[config.mk]
export PLATFORM = sky130hd
export DESIGN_NAME = sync_ref_capture_config
export DESIGN_NICKNAME = d
export VERILOG_FILES = /design/src/common/sync_ref_pkg.sv /design/src/core/pin_sync.sv /design/src/core/margin_monitor.sv /design/src/core/sync_ref_capture_config.sv
export SDC_FILE = /design/constraint.sdc
export NUM_CORES = 1
export LEC_CHECK = 0
export BUFFER_PORTS_ARGS = -buffer_cell sky130_fd_sc_hd__buf_2
export CAP_MARGIN = 20
export CELL_PAD_IN_SITES_DETAIL_PLACEMENT = 0
export CELL_PAD_IN_SITES_GLOBAL_PLACEMENT = 1
export CORE_UTILIZATION = 50
export DETAILED_ROUTE_END_ITERATION = 10
export PLACE_DENSITY_LB_ADDON = 0.1
export RECOVER_POWER = 50
export REMOVE_ABC_BUFFERS = 1
export SKIP_LAST_GASP = 1
export SYNTH_ARGS = -nofsm -noshare
export SYNTH_HDL_FRONTEND = slang
export SYNTH_SLANG_ARGS = --single-unit
[constraint.sdc]
create_clock -name sys_clk -period 7.2 [get_ports sys_clk]
set_input_delay 2.16 -clock sys_clk [delete_from_list [all_inputs] [get_ports sys_clk]]
set_output_delay 2.16 -clock sys_clk [all_outputs]
set_load 0.005 [all_outputs]
[src/common/sync_ref_pkg.sv]
package sync_ref_pkg;

  // ---------------------------------------------------------------
  // Register map
  // ---------------------------------------------------------------
  localparam int          ADDR_W             = 16;
  localparam int          DATA_W             = 8;
  localparam logic [15:0] ADDR_SAMPLING_PATH = 16'h019e;
  localparam logic [15:0] ADDR_CAPTURE_EN    = 16'h0fb0;
  localparam logic [15:0] ADDR_DELAY_EN      = 16'h0fb1;
  localparam logic [15:0] ADDR_FINE_DELAY    = 16'h0fb2;
  localparam logic [15:0] ADDR_SUPERFINE     = 16'h0fb3;
  localparam logic [15:0] ADDR_EDGE_POLARITY = 16'h0fb6;
  localparam logic [15:0] ADDR_SETUP_MARGIN  = 16'h0fb7;
  localparam logic [15:0] ADDR_HOLD_MARGIN   = 16'h0fb8;
  localparam logic [15:0] ADDR_INPUT_MODE    = 16'h0fb9;

  // ---------------------------------------------------------------
  // Field positions and reset values
  // ---------------------------------------------------------------
  localparam int       BIT_SAMPLING_PATH = 0;
  localparam int       BIT_CAPTURE_EN    = 3;
  localparam int       BIT_FINE_EN       = 0;
  localparam int       BIT_SUPERFINE_EN  = 1;
  localparam int       BIT_EDGE_FALL     = 0;
  localparam int       BIT_TRANS_FALL    = 1;
  localparam int       BIT_SINGLE_ENDED  = 4;
  localparam logic     RST_BIT           = 1'b0;
  localparam logic [7:0] RST_CODE        = 8'h00;
  localparam logic [7:0] READ_ZERO       = 8'h00;

  // ---------------------------------------------------------------
  // Delay line, margin counter and reference divider figures
  // ---------------------------------------------------------------
  localparam logic [7:0] FINE_MAX_CODE     = 8'h2f;
  localparam int         FINE_STEP_FS      = 1100;
  localparam int         FINE_RANGE_FS     = 56000;
  localparam int         SUPERFINE_STEP_FS = 16;
  localparam logic [7:0] MARGIN_MAX        = 8'hff;
  localparam int         REF_DIV_DEFAULT   = 4;

  typedef struct packed {
    logic       path_direct;
    logic       capture_en;
    logic       fine_en;
    logic       superfine_en;
    logic       trans_fall;
    logic       edge_fall;
    logic       single_ended;
    logic [7:0] fine_code;
    logic [7:0] superfine_code;
  } cfg_t;

  typedef struct packed {
    logic [7:0] setup;
    logic [7:0] hold;
  } margin_t;

  typedef enum logic [1:0] {
    MON_OFF   = 2'b00,
    MON_ARMED = 2'b01,
    MON_HOLD  = 2'b11
  } mon_state_t;

endpackage

[src/core/pin_sync.sv]
`timescale 1ns/1ps
module pin_sync #(
  parameter int W = 1
) (
  input  wire logic         sys_clk,
  input  wire logic         rst,
  input  wire logic [W-1:0] d_in,
  output logic      [W-1:0] d_out
);

  logic [W-1:0] s1_reg;
  logic [W-1:0] s2_reg;
  logic [W-1:0] s3_reg;
  logic [W-1:0] out_next;

  // A bit moves only once the last two stages agree
  always_comb
  begin
    for (int i = 0; i < W; i++)
    begin
      out_next[i] = (s2_reg[i] == s3_reg[i]) ? s3_reg[i] : d_out[i];
    end
  end

  always_ff @(posedge sys_clk or posedge rst)
  begin
    if (rst)
    begin
      s1_reg <= '0;
      s2_reg <= '0;
      s3_reg <= '0;
      d_out  <= '0;
    end
    else
    begin
      s1_reg <= d_in;
      s2_reg <= s1_reg;
      s3_reg <= s2_reg;
      d_out  <= out_next;
    end
  end

endmodule

[src/core/margin_monitor.sv]
`timescale 1ns/1ps
module margin_monitor (
  input  wire logic                 sys_clk,
  input  wire logic                 rst,
  input  wire logic                 enable,
  input  wire logic                 sample,
  input  wire logic                 valid_capture,
  output sync_ref_pkg::margin_t     margin
);

  sync_ref_pkg::mon_state_t state_reg;
  sync_ref_pkg::mon_state_t state_next;
  logic [7:0]               since_reg;
  logic                     prev_reg;
  wire                      changed = sample != prev_reg;
  wire                      sat     = since_reg == sync_ref_pkg::MARGIN_MAX;

  always_comb
  begin
    state_next = state_reg;
    case (state_reg)
      sync_ref_pkg::MON_OFF:   state_next = sync_ref_pkg::MON_ARMED;
      sync_ref_pkg::MON_ARMED: if (valid_capture) state_next = sync_ref_pkg::MON_HOLD;
      sync_ref_pkg::MON_HOLD:  if (changed) state_next = sync_ref_pkg::MON_ARMED;
      default:                 state_next = sync_ref_pkg::MON_OFF;
    endcase
    if (!enable)
      state_next = sync_ref_pkg::MON_OFF;
  end

  // Counter saturates so a slow reference never wraps into a false margin
  always_ff @(posedge sys_clk or posedge rst)
  begin
    if (rst)
    begin
      state_reg <= sync_ref_pkg::MON_OFF;
      since_reg <= sync_ref_pkg::RST_CODE;
      prev_reg  <= sync_ref_pkg::RST_BIT;
      margin    <= '0;
    end
    else
    begin
      state_reg <= state_next;
      prev_reg  <= sample;
      since_reg <= changed ? sync_ref_pkg::RST_CODE : (sat ? since_reg : since_reg + 8'h01);
      if (enable && state_reg == sync_ref_pkg::MON_ARMED && valid_capture)
        margin.setup <= since_reg;
      if (enable && state_reg == sync_ref_pkg::MON_HOLD && changed)
        margin.hold <= since_reg;
    end
  end
endmodule

[src/core/sync_ref_capture_config.sv]
`timescale 1ns/1ps
module sync_ref_capture_config #(
  parameter int REF_DIV = sync_ref_pkg::REF_DIV_DEFAULT
) (
  input  wire logic        sys_clk,
  input  wire logic        rst,
  input  wire logic [15:0] reg_addr,
  input  wire logic        reg_wr_en,
  input  wire logic        reg_rd_en,
  input  wire logic [7:0]  reg_wr_data,
  output logic      [7:0]  reg_rd_data,
  output logic             reg_rd_valid,
  input  wire logic        sync_ref_in,
  input  wire logic        dev_clk_in,
  output logic             sync_ref_event,
  output logic             sync_ref_level,
  output logic      [7:0]  fine_delay_code_out,
  output logic      [7:0]  superfine_delay_code_out,
  output logic             single_ended_select_out
);

  // ---------------------------------------------------------------
  // Configuration registers
  // ---------------------------------------------------------------
  sync_ref_pkg::cfg_t    cfg_reg;
  sync_ref_pkg::cfg_t    cfg_next;
  sync_ref_pkg::margin_t margin;

  function automatic logic [7:0] bit_at(input logic v, input int pos);
    logic [7:0] r;
    r      = sync_ref_pkg::READ_ZERO;
    r[pos] = v;
    return r;
  endfunction

  function automatic logic [7:0] fine_eff(input logic en, input logic [7:0] code);
    logic [7:0] r;
    r = sync_ref_pkg::RST_CODE;
    if (en)
      r = (code > sync_ref_pkg::FINE_MAX_CODE) ? sync_ref_pkg::FINE_MAX_CODE : code;
    return r;
  endfunction

  wire wr_path    = reg_wr_en && reg_addr == sync_ref_pkg::ADDR_SAMPLING_PATH;
  wire wr_cap_en  = reg_wr_en && reg_addr == sync_ref_pkg::ADDR_CAPTURE_EN;
  wire wr_dly_en  = reg_wr_en && reg_addr == sync_ref_pkg::ADDR_DELAY_EN;
  wire wr_fine    = reg_wr_en && reg_addr == sync_ref_pkg::ADDR_FINE_DELAY;
  wire wr_sfine   = reg_wr_en && reg_addr == sync_ref_pkg::ADDR_SUPERFINE;
  wire wr_edge    = reg_wr_en && reg_addr == sync_ref_pkg::ADDR_EDGE_POLARITY;
  wire wr_mode    = reg_wr_en && reg_addr == sync_ref_pkg::ADDR_INPUT_MODE;

  always_comb
  begin
    cfg_next = cfg_reg;
    if (wr_path)
      cfg_next.path_direct = reg_wr_data[sync_ref_pkg::BIT_SAMPLING_PATH];
    if (wr_cap_en)
      cfg_next.capture_en = reg_wr_data[sync_ref_pkg::BIT_CAPTURE_EN];
    if (wr_dly_en)
    begin
      cfg_next.fine_en      = reg_wr_data[sync_ref_pkg::BIT_FINE_EN];
      cfg_next.superfine_en = reg_wr_data[sync_ref_pkg::BIT_SUPERFINE_EN];
    end
    if (wr_fine)
      cfg_next.fine_code = reg_wr_data;
    if (wr_sfine)
      cfg_next.superfine_code = reg_wr_data;
    if (wr_edge)
    begin
      cfg_next.trans_fall = reg_wr_data[sync_ref_pkg::BIT_TRANS_FALL];
      cfg_next.edge_fall  = reg_wr_data[sync_ref_pkg::BIT_EDGE_FALL];
    end
    if (wr_mode)
      cfg_next.single_ended = reg_wr_data[sync_ref_pkg::BIT_SINGLE_ENDED];
  end

  // ---------------------------------------------------------------
  // Read decode
  // ---------------------------------------------------------------
  logic [7:0] rd_mux;

  always_comb
  begin
    case (reg_addr)
      sync_ref_pkg::ADDR_SAMPLING_PATH:
        rd_mux = bit_at(cfg_reg.path_direct, sync_ref_pkg::BIT_SAMPLING_PATH);
      sync_ref_pkg::ADDR_CAPTURE_EN:
        rd_mux = bit_at(cfg_reg.capture_en, sync_ref_pkg::BIT_CAPTURE_EN);
      sync_ref_pkg::ADDR_DELAY_EN:
        rd_mux = bit_at(cfg_reg.fine_en, sync_ref_pkg::BIT_FINE_EN)
               | bit_at(cfg_reg.superfine_en, sync_ref_pkg::BIT_SUPERFINE_EN);
      sync_ref_pkg::ADDR_FINE_DELAY:
        rd_mux = cfg_reg.fine_code;
      sync_ref_pkg::ADDR_SUPERFINE:
        rd_mux = cfg_reg.superfine_code;
      sync_ref_pkg::ADDR_EDGE_POLARITY:
        rd_mux = bit_at(cfg_reg.trans_fall, sync_ref_pkg::BIT_TRANS_FALL)
               | bit_at(cfg_reg.edge_fall, sync_ref_pkg::BIT_EDGE_FALL);
      sync_ref_pkg::ADDR_SETUP_MARGIN:
        rd_mux = margin.setup;
      sync_ref_pkg::ADDR_HOLD_MARGIN:
        rd_mux = margin.hold;
      sync_ref_pkg::ADDR_INPUT_MODE:
        rd_mux = bit_at(cfg_reg.single_ended, sync_ref_pkg::BIT_SINGLE_ENDED);
      default:
        rd_mux = sync_ref_pkg::READ_ZERO;
    endcase
  end

  always_ff @(posedge sys_clk or posedge rst)
  begin
    if (rst)
    begin
      cfg_reg      <= '0;
      reg_rd_data  <= sync_ref_pkg::READ_ZERO;
      reg_rd_valid <= 1'b0;
    end
    else
    begin
      cfg_reg      <= cfg_next;
      reg_rd_valid <= reg_rd_en;
      reg_rd_data  <= reg_rd_en ? rd_mux : sync_ref_pkg::READ_ZERO;
    end
  end

  // ---------------------------------------------------------------
  // Delay stage controls
  // ---------------------------------------------------------------
  // Fine codes above the top step add nothing, so they are clipped here; super-fine codes pass unclipped
  always_ff @(posedge sys_clk or posedge rst)
  begin
    if (rst)
    begin
      fine_delay_code_out      <= sync_ref_pkg::RST_CODE;
      superfine_delay_code_out <= sync_ref_pkg::RST_CODE;
      single_ended_select_out  <= sync_ref_pkg::RST_BIT;
    end
    else
    begin
      fine_delay_code_out      <= fine_eff(cfg_reg.fine_en, cfg_reg.fine_code);
      superfine_delay_code_out <= cfg_reg.superfine_en ?
                                  cfg_reg.superfine_code : sync_ref_pkg::RST_CODE;
      single_ended_select_out  <= cfg_reg.single_ended;
    end
  end

  // ---------------------------------------------------------------
  // Sampling path
  // ---------------------------------------------------------------
  logic [1:0] pins_sync;
  logic [7:0] ref_cnt_reg;
  logic       ref_q_reg;
  logic       hs_q_reg;
  logic       clk_prev_reg;
  wire        ref_en  = ref_cnt_reg == 8'(REF_DIV - 1);
  wire        s_sync  = pins_sync[0];
  wire        clk_now = pins_sync[1];
  wire        rise    = clk_now && !clk_prev_reg;
  wire        fall    = !clk_now && clk_prev_reg;
  wire        strobe  = cfg_reg.edge_fall ? fall : rise;
  wire        differs = hs_q_reg != sync_ref_level;
  wire        dir_ok  = hs_q_reg == !cfg_reg.trans_fall;
  wire        valid_w = cfg_reg.capture_en && strobe && differs && dir_ok;

  pin_sync #(
    .W (2)
  ) u_pin_sync (
    .sys_clk (sys_clk),
    .rst     (rst),
    .d_in    ({dev_clk_in, sync_ref_in}),
    .d_out   (pins_sync)
  );

  // Reference path costs latency but tolerates a late input
  always_ff @(posedge sys_clk or posedge rst)
  begin
    if (rst)
    begin
      ref_cnt_reg    <= sync_ref_pkg::RST_CODE;
      ref_q_reg      <= sync_ref_pkg::RST_BIT;
      hs_q_reg       <= sync_ref_pkg::RST_BIT;
      clk_prev_reg   <= sync_ref_pkg::RST_BIT;
      sync_ref_level <= sync_ref_pkg::RST_BIT;
      sync_ref_event <= 1'b0;
    end
    else
    begin
      ref_cnt_reg  <= ref_en ? sync_ref_pkg::RST_CODE : ref_cnt_reg + 8'h01;
      if (ref_en)
        ref_q_reg <= s_sync;
      hs_q_reg     <= cfg_reg.path_direct ? s_sync : ref_q_reg;
      clk_prev_reg <= clk_now;
      // Any enabled strobe moves the level, so a wrong transition rearms
      if (strobe && cfg_reg.capture_en)
        sync_ref_level <= hs_q_reg;
      sync_ref_event <= valid_w;
    end
  end

  margin_monitor u_margin_monitor (
    .sys_clk       (sys_clk),
    .rst           (rst),
    .enable        (cfg_reg.capture_en),
    .sample        (hs_q_reg),
    .valid_capture (valid_w),
    .margin        (margin)
  );
endmodule

==> results.toml <==
[finish]
final_common_cell = "dfrtp_1"
fin_cells = 480
fin_util_pct = 59.4
nets = 406
multiInputGateArea_mm2 = 0.00157
fill_cells = 665
layout-drive-gt1-share_pct = 25.7
final_area_mm2 = 0.00464
regArea_mm2 = 0.00243
largest_reg_flops = 23
antenna_cells = 0
most-common-layout-cells = "dfrtp_1 (97), buf_2 (56), mux2_1 (31)"
areaGrowthSynthToFinish_pct = 14.2

[clocking]
clkSinkCount = 97
path_clk_slew_ps = 90
holdBufCountCts = 0
ctsRootBufferMaster = "clkbuf_8"
cts_tree = "built"
cts_buffer_depth = 2
cts-resized-gates = 0
clk_latency_ps = 360
numCtsBuffers = 9
htreeDepth = 3
cts_setup_buffers = 0

[sta]
hold_viol_final = 0
grt_setup_unrepaired = "false"
period_share_pct = 51.7
finalCriticalPeriod_ps = 3720
timing.hold.ws_ps = 354
final_max_slew_viol_count = 44
relSlewSlack_pct = -22.6
finalClockSkew_ps = 11.4
tns_ps = 0
fmax_mhz = 269
fin_ws_ps = 3480
setup_viol = 0
worst_slew_pin_slew_ps = 1830

[power]
clkPwrFrac_pct = 36.8
p_seq_share_pct = 58.2
switching_share_pct = 23.6
leakagePower_nw = 2.32
switchingPower_mw = 0.230
combPwrFrac_pct = 5.0
ir_worst_vdd_mv = 0.148
p_total_mw = 0.974
power.internal_mw = 0.744
p_per_area_mw_per_mm2 = 210

[logic_synthesis]
synth_area_leader_cell = "dfrtp_1"
yosysWarningCount = 0
synth_cell_types = 57
ys_ff_latch = 97
seq_area_frac_synth_pct = 59.8
synth_cells = 310
ys.flop_type = "dfrtp_1"
postSynthAreaPerCell_um2 = 13.1
synth_area_mm2 = 0.00406
synth_area_leaders = "dfrtp_1 (60%), mux2_1 (8.6%), mux2_4 (3.0%)"
synthArstFlopShare_pct = 100
synth-edff-count = 0
synth_top_area_share_pct = 59.8

[hold_path]
hold_class = "reg2reg"
hold_start = "u_pin_sync.s1_reg[1]"

[critical_path]
cp_slowest_cell = "or4_1"
critPathLaunchType = "primary input"
crit_chain = "buf_2 -> nor4_1 -> nand3_1 -> or4_1 -> mux2_1"
critical_path.top_delay_family = "simple AND/OR/NAND/NOR gates"
r2r_start = "cfg_reg[17]"
crit_arrival_ps = 3960
rrSetupSlack_ps = 4750
critical_path_buf_inv_count = 1
worstPathMaxFanout = 8
crit_required_ps = 7440
crit_path_start = "reg_addr[13]"
slowest_delay_ps = 670
cp-end-kind = "flop"
crit_type = "in2reg"

[floorplan]
rows = 32
core_mm2 = 0.00781
io_pins = 58
dieHeight_um = 92.1
die-area_mm2 = 0.00848
initial_core_util_pct = 52.0
die_w_um = 92.1

[global_route]
antenna_found_initial = 0
grt_max_degree = 56
grt_pass1_wl_um = 13400
grt_use_total_pct = 20.7
overflow = 0
grt_pass1_vias = 2646

[placed_design]
dp_hpwl_um = 5880
gp_congestion = 0.900
dp_cells = 465
io_buffers = 57
dpl_cell_area_mm2 = 0.00445
dp_slack_ps = 3060

[routing]
viasPerCell = 5.55
vias = 2664
drt_wl_total_um = 7950
drt_pass1_iterations = 6
remaining_drc_errors = 0
ant_nets = 0
wl_per_cell_um = 16.6
drt_iter0_drc = 114

[job]
drv_cap = 1

[status]
violations = "max-capacitance violations, max-slew violations"
outcome = "finished with violations"
==> path summary, 6_finish.rpt <==
kind / end / depth (start not counted)
max: cfg_reg[5] / 5
min: u_pin_sync.s2_reg[1] / 0
max in group asynchronous: u_pin_sync.s2_reg[0] / 3
max reg2reg: u_margin_monitor.margin[9] / 5
min in group asynchronous: cfg_reg[16] / 2
min reg2reg: u_pin_sync.s2_reg[1] / 0
==> cell type report <==
cell class,instances,share of cell area (%)
timing repair buffer,58,6.29
clock buffer,10,2.97
multi-input combinational,202,33.8
inverter,6,0.513
clock inverter,5,1.35
tap,102,2.75
sequential,97,52.3
==> power by group through the flow <==
| stage | clock, mW | sequential [mW] | combinational [mW] |
|---|---|---|---|
| after floorplan | 0 | 0.574 | 0.0275 |
| after global placement | 0 | 0.577 | 0.0489 |
| after detailed placement | 0 | 0.578 | 0.0496 |
| after CTS | 0.365 | 0.567 | 0.0498 |
| after global routing | 0.387 | 0.569 | 0.0552 |
| final | 0.359 | 0.567 | 0.0485 |
==> cells in the mapped netlist, drive strengths merged (3+ instances only) <==
library cell,instances
o21ai,4
or4,3
mux2,45
dfrtp,97
nand2,18
mux2i,3
xor2,3
nor3,9
xnor2,6
nand4,5
a21oi,10
buf,5
nor4b,3
nor2,22
a222oi,6
or2,4
o21a,4
and2,9
nand3,9
a22oi,3
inv,6
and3,5
==> kinds of logic after synthesis <==
group           count (synthesis)  synth area share (%)
mux                            48                  14.0
flops                          97                  59.8
fa+ha+maj                       4                  1.11
compound gates                 37                  6.60
buf+inv                        12                  1.42
other cells                     1                0.0924
simple gates                  102                  15.1
xor+xnor                        9                  1.94
==> layer usage <==
metal	vias to the layer above	share of wire (%)	track usage (%)
met5	-	0	0
met4	0	0.99	5.73
met3	8	3.5	4.98
met2	60	47	33.3
met1	1342	48	28.1
li1	1254	-	-
(Power assumes the default switching activity.)
